File: src/logic/io_port_pkg.sv
// constants for the four-port pin data path
package io_port_pkg;
  // register select codes on the internal bus (port in addr[5:4])
  localparam logic [3:0] REG_PIN_INPUT    = 4'h0;
  localparam logic [3:0] REG_PIN_OUTPUT   = 4'h1;
  localparam logic [3:0] REG_CELL_VALUE   = 4'h2;
  localparam logic [3:0] REG_CELL_BLOCK   = 4'h3;
  localparam logic [3:0] REG_INPUT_CELL   = 4'h4;
  localparam logic [3:0] REG_DRV_STATUS   = 4'h5;
  localparam logic [3:0] REG_DRIVE_SEL    = 4'h6;
  localparam logic [3:0] REG_DIRECTION    = 4'h7;
  localparam logic [3:0] REG_MODE_CTRL    = 4'h8;
  localparam logic [1:0] PORT_FIRST  = 2'h0;
  localparam logic [1:0] PORT_SECOND = 2'h1;
  localparam logic [1:0] PORT_THIRD  = 2'h2;
  localparam logic [1:0] PORT_FOURTH = 2'h3;
  localparam logic [7:0] RESET_BYTE  = 8'h00;
  // fourth port implements bits 2 and 1 only
  localparam logic [7:0] FOURTH_MASK = 8'h06;
  // upper nibble open drain, lower nibble fast slew on first two ports
  localparam logic [7:0] UPPER_NIB   = 8'hF0;
  localparam logic [7:0] LOWER_NIB   = 8'h0F;
  // third port pins 7 to 4 reserved for the test access port
  localparam logic [7:0] TEST_PINS   = 8'hF0;
  // third port pin that can carry the battery indicator
  localparam int         BATTERY_PIN = 4;
  // fourth port pin roles
  localparam int         SELECT_PIN  = 2;
  localparam int         CLOCK_PIN   = 1;
endpackage : io_port_pkg

File: src/logic/io_cell_bank.sv
// eight logic-clocked output flip-flops with masked processor load
`timescale 1ns/1ps
module io_cell_bank #(
  parameter int WIDTH = 8
) (
  input  wire logic             clock,     // system clock
  input  wire logic             rst,       // sync reset, high
  input  wire logic             clk_rise,  // logic clock edge seen
  input  wire logic [WIDTH-1:0] logic_d,   // product-term next values
  input  wire logic             cpu_load,  // processor write strobe
  input  wire logic [WIDTH-1:0] cpu_d,     // processor write data
  input  wire logic [WIDTH-1:0] block,     // load block mask
  output logic      [WIDTH-1:0] q          // flip-flop outputs
);
  typedef struct packed {
    logic [WIDTH-1:0] q;
  } state_t;
  state_t state_reg;
  state_t state_next;

  always_comb
  begin
    state_next = state_reg;
    if (clk_rise)
      state_next.q = logic_d;
    if (cpu_load)
      state_next.q = (state_reg.q & block) | (cpu_d & ~block);
  end

  always_ff @(posedge clock)
  begin
    if (rst)
      state_reg <= '0;
    else
      state_reg <= state_next;
  end

  assign q = state_reg.q;
endmodule : io_cell_bank

File: src/logic/io_port_path.sv
// data path and drive control of four general-purpose pin ports
`timescale 1ns/1ps
module io_port_path #(
  parameter int WIDTH = 8
) (
  input  wire logic             clock,          // 250 MHz system clock
  input  wire logic             rst,            // sync reset, high
  input  wire logic [5:0]       addr,           // port[5:4], register[3:0]
  input  wire logic             wr,             // processor write strobe
  input  wire logic             rd,             // processor read strobe
  input  wire logic [7:0]       wdata,          // processor write data
  output logic      [7:0]       rdata,          // read data, one cycle on
  input  wire logic [7:0]       pin_a_in,       // first port pin levels
  input  wire logic [7:0]       pin_b_in,       // second port pin levels
  input  wire logic [7:0]       pin_c_in,       // third port pin levels
  input  wire logic [7:0]       pin_d_in,       // fourth port pin levels
  output logic      [7:0]       pin_a_out,      // first port drive level
  output logic      [7:0]       pin_b_out,      // second port drive level
  output logic      [7:0]       pin_c_out,      // third port drive level
  output logic      [7:0]       pin_d_out,      // fourth port drive level
  output logic      [7:0]       pin_a_oe,       // first port output enable
  output logic      [7:0]       pin_b_oe,       // second port output enable
  output logic      [7:0]       pin_c_oe,       // third port output enable
  output logic      [7:0]       pin_d_oe,       // fourth port output enable
  output logic      [7:0]       pin_a_od,       // first port open drain
  output logic      [7:0]       pin_b_od,       // second port open drain
  output logic      [7:0]       pin_c_od,       // third port open drain
  output logic      [7:0]       pin_a_fast,     // first port fast slew
  output logic      [7:0]       pin_b_fast,     // second port fast slew
  output logic      [7:0]       pin_d_fast,     // fourth port fast slew
  input  wire logic [7:0]       oe_term_a,      // logic enable terms, first
  input  wire logic [7:0]       oe_term_b,      // logic enable terms, second
  input  wire logic [7:0]       oe_term_c,      // logic enable terms, third
  input  wire logic [7:0]       oe_term_d,      // logic enable terms, fourth
  input  wire logic [7:0]       bank1_d,        // first bank product terms
  input  wire logic [7:0]       bank2_d,        // second bank product terms
  input  wire logic             bank1_to_b,     // first bank to second port
  input  wire logic             bank2_to_c,     // second bank to third port
  input  wire logic [7:0]       bank1_pins,     // pins of port taking bank1
  input  wire logic [7:0]       bank2_pins,     // pins of port taking bank2
  input  wire logic [7:0]       low_address,    // latched address byte
  input  wire logic             periph_mode,    // peripheral mode, port one
  input  wire logic [7:0]       periph_data,    // peripheral data to pins
  input  wire logic             periph_drive,   // peripheral drive enable
  input  wire logic [7:0]       input_latch_en, // input cell capture enable
  input  wire logic             battery_route,  // route battery flag out
  input  wire logic             battery_on_flag,// main supply below battery
  input  wire logic             select_enable,  // fourth pin 2 is select
  output logic      [23:0]      input_cell_bus, // input cells to logic bus
  output logic      [7:0]       bank1_q,        // first bank outputs
  output logic      [7:0]       bank2_q,        // second bank outputs
  output logic                  memory_disable, // select high: decode off
  output logic                  pd_counter_clk  // logic clock to counter
);
  if (WIDTH != 8)
  begin : g_width_check
    $error("io_port_path serves eight-pin ports only");
  end

  typedef struct packed {
    logic [3:0][7:0] dout;
    logic [3:0][7:0] dir;
    logic [3:0][7:0] drv;
    logic [1:0][7:0] mode;
    logic [1:0][7:0] block;
    logic [2:0][7:0] icell;
    logic [3:0][7:0] oe;
    logic [3:0][7:0] pout;
    logic [7:0]      rdata;
    logic            clk_d;
    logic            clk_rise;
    logic            mem_off;
  } state_t;
  state_t state_reg;
  state_t state_next;

  logic [3:0][7:0] pins;
  logic [3:0][7:0] terms;
  logic [7:0]      cell_q [0:2];
  logic [1:0]      port;
  logic [3:0]      sel;
  logic            load1;
  logic            load2;

  assign pins  = {pin_d_in, pin_c_in, pin_b_in, pin_a_in};
  assign terms = {oe_term_d, oe_term_c, oe_term_b, oe_term_a};
  assign port  = addr[5:4];
  assign sel   = addr[3:0];
  // bank routing picks which port address loads each bank
  assign load1 = wr && !state_reg.mem_off &&
                 sel == io_port_pkg::REG_CELL_VALUE &&
                 port == (bank1_to_b ? io_port_pkg::PORT_SECOND
                                     : io_port_pkg::PORT_FIRST);
  assign load2 = wr && !state_reg.mem_off &&
                 sel == io_port_pkg::REG_CELL_VALUE &&
                 port == (bank2_to_c ? io_port_pkg::PORT_THIRD
                                     : io_port_pkg::PORT_SECOND);

  io_cell_bank #(.WIDTH(8)) u_bank1 (
    .clock    (clock),
    .rst      (rst),
    .clk_rise (state_reg.clk_rise),
    .logic_d  (bank1_d),
    .cpu_load (load1),
    .cpu_d    (wdata),
    .block    (state_reg.block[0]),
    .q        (bank1_q)
  );

  io_cell_bank #(.WIDTH(8)) u_bank2 (
    .clock    (clock),
    .rst      (rst),
    .clk_rise (state_reg.clk_rise),
    .logic_d  (bank2_d),
    .cpu_load (load2),
    .cpu_d    (wdata),
    .block    (state_reg.block[1]),
    .q        (bank2_q)
  );

  // cell contents visible at each port's macrocell location
  always_comb
  begin
    cell_q[0] = bank1_to_b ? io_port_pkg::RESET_BYTE : bank1_q;
    cell_q[1] = (bank1_to_b ? bank1_q : io_port_pkg::RESET_BYTE) |
                (bank2_to_c ? io_port_pkg::RESET_BYTE : bank2_q);
    cell_q[2] = bank2_to_c ? bank2_q : io_port_pkg::RESET_BYTE;
  end

  always_comb
  begin
    logic [7:0] en;
    logic [7:0] lvl;
    logic [1:0] bidx;
    en   = '0;
    lvl  = '0;
    bidx = '0;
    state_next = state_reg;
    // logic clock pin edge, sampled synchronously
    state_next.clk_d    = pins[3][io_port_pkg::CLOCK_PIN];
    state_next.clk_rise = pins[3][io_port_pkg::CLOCK_PIN] &
                          ~state_reg.clk_d;
    state_next.mem_off  = select_enable &
                          pins[3][io_port_pkg::SELECT_PIN];
    for (int p = 0; p < 4; p++)
    begin
      en  = state_reg.dir[p] | terms[p];
      lvl = state_reg.dout[p];
      if (p < 2)
        lvl = (lvl & ~state_reg.mode[p]) |
              (low_address & state_reg.mode[p]);
      if (p == 0 && periph_mode)
      begin
        lvl = periph_data;
        en  = {8{periph_drive}};
      end
      // cell outputs take over only the pins picked by the bank pin masks
      if (p == 1 && bank1_to_b)
        lvl = (lvl & ~bank1_pins) | (bank1_q & bank1_pins);
      if (p == 0 && !bank1_to_b)
        lvl = (lvl & ~bank1_pins) | (bank1_q & bank1_pins);
      if (p == 1 && !bank2_to_c)
        lvl = (lvl & ~bank2_pins) | (bank2_q & bank2_pins);
      if (p == 2)
      begin
        if (bank2_to_c)
          lvl = (lvl & ~bank2_pins) | (bank2_q & bank2_pins);
        en = en & ~io_port_pkg::TEST_PINS;
        if (battery_route)
        begin
          lvl[io_port_pkg::BATTERY_PIN] = battery_on_flag;
          en[io_port_pkg::BATTERY_PIN]  = 1'b1;
        end
      end
      if (p == 3)
      begin
        en  = en & io_port_pkg::FOURTH_MASK;
        lvl = lvl & io_port_pkg::FOURTH_MASK;
      end
      state_next.oe[p]   = en;
      state_next.pout[p] = lvl;
    end
    // input cells capture pins while their latch enable is high
    for (int p = 0; p < 3; p++)
      state_next.icell[p] = (state_reg.icell[p] & ~input_latch_en) |
                            (pins[p] & input_latch_en);
    if (wr && !state_reg.mem_off)
    begin
      case (sel)
        io_port_pkg::REG_PIN_OUTPUT:
          state_next.dout[port] = (port == io_port_pkg::PORT_FOURTH) ?
            (wdata & io_port_pkg::FOURTH_MASK) : wdata;
        io_port_pkg::REG_DIRECTION:
          state_next.dir[port] = (port == io_port_pkg::PORT_FOURTH) ?
            (wdata & io_port_pkg::FOURTH_MASK) : wdata;
        io_port_pkg::REG_DRIVE_SEL:
          state_next.drv[port] = (port == io_port_pkg::PORT_FOURTH) ?
            (wdata & io_port_pkg::FOURTH_MASK) : wdata;
        io_port_pkg::REG_MODE_CTRL:
          if (port < io_port_pkg::PORT_THIRD)
            state_next.mode[port[0]] = wdata;
        io_port_pkg::REG_CELL_BLOCK:
          if (port != io_port_pkg::PORT_FOURTH)
          begin
            // second port writes the mask of each bank routed to it; first and third ports always write their own bank's mask
            if (port == io_port_pkg::PORT_FIRST ||
                (port == io_port_pkg::PORT_SECOND && bank1_to_b))
              state_next.block[0] = wdata;
            if (port == io_port_pkg::PORT_THIRD ||
                (port == io_port_pkg::PORT_SECOND && !bank2_to_c))
              state_next.block[1] = wdata;
          end
        default:
          state_next.dout = state_reg.dout;
      endcase
    end
    state_next.rdata = io_port_pkg::RESET_BYTE;
    if (rd && !state_reg.mem_off)
    begin
      bidx = (port == io_port_pkg::PORT_FIRST ||
              (port == io_port_pkg::PORT_SECOND && bank1_to_b)) ?
             2'h0 : 2'h1;
      case (sel)
        io_port_pkg::REG_PIN_INPUT:
          state_next.rdata = (port == io_port_pkg::PORT_FOURTH) ?
            (pins[port] & io_port_pkg::FOURTH_MASK) : pins[port];
        io_port_pkg::REG_PIN_OUTPUT:
          state_next.rdata = state_reg.dout[port];
        io_port_pkg::REG_DIRECTION:
          state_next.rdata = state_reg.dir[port];
        io_port_pkg::REG_DRIVE_SEL:
          state_next.rdata = state_reg.drv[port];
        io_port_pkg::REG_MODE_CTRL:
          if (port < io_port_pkg::PORT_THIRD)
            state_next.rdata = state_reg.mode[port[0]];
        io_port_pkg::REG_CELL_VALUE:
          if (port != io_port_pkg::PORT_FOURTH)
            state_next.rdata = cell_q[port];
        io_port_pkg::REG_CELL_BLOCK:
          if (port != io_port_pkg::PORT_FOURTH)
            state_next.rdata = state_reg.block[bidx[0]];
        io_port_pkg::REG_INPUT_CELL:
          if (port != io_port_pkg::PORT_FOURTH)
            state_next.rdata = state_reg.icell[port];
        io_port_pkg::REG_DRV_STATUS:
          if (port != io_port_pkg::PORT_FOURTH)
            state_next.rdata = state_reg.oe[port];
        default:
          state_next.rdata = io_port_pkg::RESET_BYTE;
      endcase
    end
  end

  always_ff @(posedge clock)
  begin
    if (rst)
      state_reg <= '0;
    else
      state_reg <= state_next;
  end

  assign rdata          = state_reg.rdata;
  assign pin_a_out      = state_reg.pout[0];
  assign pin_b_out      = state_reg.pout[1];
  assign pin_c_out      = state_reg.pout[2];
  assign pin_d_out      = state_reg.pout[3];
  assign pin_a_oe       = state_reg.oe[0];
  assign pin_b_oe       = state_reg.oe[1];
  assign pin_c_oe       = state_reg.oe[2];
  assign pin_d_oe       = state_reg.oe[3];
  assign pin_a_od       = state_reg.drv[0] & io_port_pkg::UPPER_NIB;
  assign pin_b_od       = state_reg.drv[1] & io_port_pkg::UPPER_NIB;
  assign pin_c_od       = state_reg.drv[2];
  assign pin_a_fast     = state_reg.drv[0] & io_port_pkg::LOWER_NIB;
  assign pin_b_fast     = state_reg.drv[1] & io_port_pkg::LOWER_NIB;
  assign pin_d_fast     = state_reg.drv[3];
  assign input_cell_bus = state_reg.icell;
  assign memory_disable = state_reg.mem_off;
  assign pd_counter_clk = state_reg.clk_rise;
endmodule : io_port_path

File: config.mk
export PLATFORM = sky130hd
export DESIGN_NAME = io_port_path
export DESIGN_NICKNAME = d
export VERILOG_FILES = /design/src/logic/io_port_pkg.sv /design/src/logic/io_cell_bank.sv /design/src/logic/io_port_path.sv
export SDC_FILE = /design/constraint.sdc
export NUM_CORES = 1
export LEC_CHECK = 0
export ABC_AREA = 0
export CAP_MARGIN = 40
export CORE_MARGIN = 1.5
export CORE_UTILIZATION = 50
export CTS_CLUSTER_DIAMETER = 40
export DETAILED_ROUTE_END_ITERATION = 10
export DONT_BUFFER_PORTS = 1
export PLACE_DENSITY = 0.68
export SLEW_MARGIN = 5
export SYNTH_ARGS = -nofsm -noshare
export SYNTH_HDL_FRONTEND = slang
export SYNTH_HIERARCHICAL = 1
export SYNTH_SLANG_ARGS = --single-unit
File: constraint.sdc
create_clock -name clock -period 3.7 [get_ports clock]
set_input_delay 0.74 -clock clock [delete_from_list [all_inputs] [get_ports clock]]
set_output_delay 0.74 -clock clock [all_outputs]
set_load 0.05 [all_outputs]
==> out/metrics.yaml <==
clock_network:
  cts_tree: "done"
  htreeDepth: 2
  cts_root_buffer: "clkbuf_16"
  hold_buffers: 0
  cts.sinks: 228
  clk_pin_slew_worst_paths_ps: 60
  cts-resized-gates: 0
  clock_latency_ps: 510
  cts_made_buffers: 34
  clk_path_buf_depth: 3
  post_cts_buffers: 0
synthesis:
  seq_area_frac_synth_pct: 39.5
  synth_compound_area_share_pct: 12.8
  synth_xor_area_share_pct: 0
  synth_area_leaders: "dfxtp_1 39%, mux2i_1 12%, buf_4 9.9%"
  syn_area_um2: 11600
  ys_async_sr_fraction_pct: 0
  yosysTopAreaCell: "dfxtp_1"
  synthFlopType: "dfxtp_1"
  syn_area_per_cell_um2: 9.16
  yosys.cell_types.count: 49
  synthMuxAreaShare_pct: 17.2
  syn_inst: 1262
  ys_warn_count: 6
  synthAdderAreaFrac_pct: 0
  synth-seq-cells: 228
  yosysTopAreaCellShare_pct: 39.5
  synthSimpleGateAreaFrac_pct: 16.7
  synth_edf_count: 0
  synth_top_family_by_area: "multiplexers"
timing:
  relSlewSlack_pct: 43.7
  skew_ps: 20.5
  final-hold-violation-count: 0
  worstMarginPinSlew_ps: 843
  fin_crit_sh_pct: 77.7
  grt_setup_unrepaired: "false"
  post-route-min-period_ps: 2870
  finalSetupTns_ps: 0
  finalSetupViolations: 0
  clock.fmax_mhz: 348
  slew_violations: 0
run_status:
  status: "complete, no violations"
flow_run:
  cap_violations: 0
power_and_ir_drop:
  ir_drop_mv: 0.306
  intPower_uw: 4460
  comb_power_share_pct: 5.1
  p_seq_share_pct: 45.3
  powerDensity_nw_per_um2: 524
  swShare_pct: 27.2
  switchingPower_uw: 1670
  clkPwrFrac_pct: 49.6
  leakagePower_uw: 0.00449
floorplan:
  core_um2: 22600
  initial_core_util_pct: 51.1
  die-area_um2: 24000
  ios: 307
  rows: 55
  die_h_um: 155
  dieWidth_um: 155
layout:
  final_common_cell: "dfxtp_1"
  regArea_um2: 4560
  fillerInstances: 2090
  multiInputGateArea_um2: 5520
  area_delta_synth_final_pct: 1.16
  final_cell_mix: "228 x dfxtp_1, 140 x nor2_1, 138 x mux2i_1, 105 x nand2_1, 74 x a21oi_1"
  drive_gt1_share_pct: 9.68
  final_nets: 1258
  stdcell_count: 1422
worst_setup_path:
  critPathKind: "flop to flop"
  start_kind: "flop"
  rr_startpoint: "memory_disable$_SDFF_PP0_"
  arrival_ps: 3290
  worstPathMaxFanout: 16
  critPathCaptureType: "flop"
  required_ps: 4120
  startpoint: "memory_disable$_SDFF_PP0_"
routing:
  drt_iter0_markers: 802
  first_pass_iters: 7
  antenna_left: 0
  viasPerCell: 6.04
  vias: 8593
  route.detailed.drc: 0
  wl_mm: 33.7
  wl_per_cell_um: 23.7
global_route:
  grt-ovfl-total: 0
  grt_max_degree: 199
  grt_pass1_wl_mm: 50.0
  first_global_vias: 8095
  antenna_found_initial: 0
  grt.total_usage_pct: 27.4
placement:
  routabilityCongestion: 0.873
  placedCellCount: 1362
  io_buffers: 0
  dp.final_hpwl_mm: 23.3
hold_path:
  hold_start: "rst"
  hold_path.class: "input pin to flop"
-- worst max-delay path, cell delays in order (launching register included) --
cell      delay [ps]
dfxtp_1          510
nor2b_1          700
nand2b_1         180
nor2b_1          380
nand2b_1         570
o22ai_1          160
a311oi_1         260
-- final timing paths --
path                                             endpoint  slack (ps)  cells past startpoint
worst max-delay path                                 flop         830                      6
worst min-delay path                                 flop         310                      1
worst max register to register                       flop         830                      6
worst min register to register  pd_counter_clk$_SDFF_PP0_         380                      1
-- logic make-up after synthesis --
| family | Yosys count |
|---|---|
| flip-flops | 228 |
| AO/OA/AOI/OAI | 216 |
| multiplexers | 164 |
| AND/OR/NAND/NOR | 405 |
| other | 1 |
| buffers and inverters | 248 |
-- power by group through the flow --
| stage | Combinational [uW] | Clock (uW) | Sequential, uW |
|---|---|---|---|
| 6_report | 315 | 3040 | 2770 |
| 5_1_grt | 341 | 3190 | 2780 |
| 4_1_cts | 313 | 3080 | 2770 |
| 3_3_place_gp | 307 | 0 | 2830 |
| 2_1_floorplan | 589 | 0 | 2650 |
| 3_5_place_dp | 311 | 0 | 2830 |
-- cell usage after synthesis (2+ instances only) --
| library cell | n |
|---|---|
| nand3_1 | 67 |
| nand2_1 | 105 |
| o21ai_0 | 25 |
| o22ai_1 | 12 |
| or2b_1 | 12 |
| mux4_1 | 5 |
| mux4_2 | 21 |
| a311oi_1 | 16 |
| a221o_1 | 8 |
| a22oi_1 | 24 |
| nor3b_1 | 12 |
| o22ai_2 | 4 |
| nor3_2 | 3 |
| o2bb2ai_1 | 18 |
| o31a_1 | 16 |
| buf_1 | 8 |
| or2b_2 | 4 |
| nand3b_1 | 2 |
| inv_1 | 19 |
| o21a_1 | 8 |
| nor2b_1 | 12 |
| nor2_1 | 140 |
| mux2i_1 | 138 |
| dfxtp_1 | 228 |
| buf_6 | 5 |
| buf_2 | 23 |
| a21oi_1 | 74 |
| o32a_1 | 3 |
| buf_12 | 2 |
| buf_4 | 152 |
| a31oi_1 | 3 |
| and3_1 | 2 |
| nand2b_1 | 13 |
| o221ai_1 | 2 |
| and3b_1 | 2 |
| clkbuf_1 | 39 |
| and2_1 | 21 |
| nand4_2 | 2 |
| or3_1 | 2 |
-- per-layer routing --
metal,vias to the layer above,global-route usage [%],wire (um)
met5,-,0,0
met4,0,8.29,807
met3,58,8.55,3430
met2,427,43.3,15300
met1,4161,36.0,14100
li1,3947,-,-
-- metrics by stage --
step           total power (uW)  util [%]  cell area, um2  setup slack [ps]  hold WS, ps
6_report                   6130      51.7           11700               827          312
5_1_grt                    6310      51.6           11700               551          293
4_1_cts                    6160      51.6           11700               866          305
3_5_place_dp               3140      46.9           10600               651          372
3_3_place_gp               3130      46.8           10600               743          373
2_1_floorplan              3230         -           11700              1060          367
-- cell type report --
cell class,count,area share [%]
inverter,19,0.610
tap,285,3.05
sequential,228,39.0
clock buffer,40,7.91
clock inverter,19,1.32
antenna,1,0.0214
timing repair buffer,14,0.899
multi-input combinational,816,47.2
(Power assumes the default switching activity.)
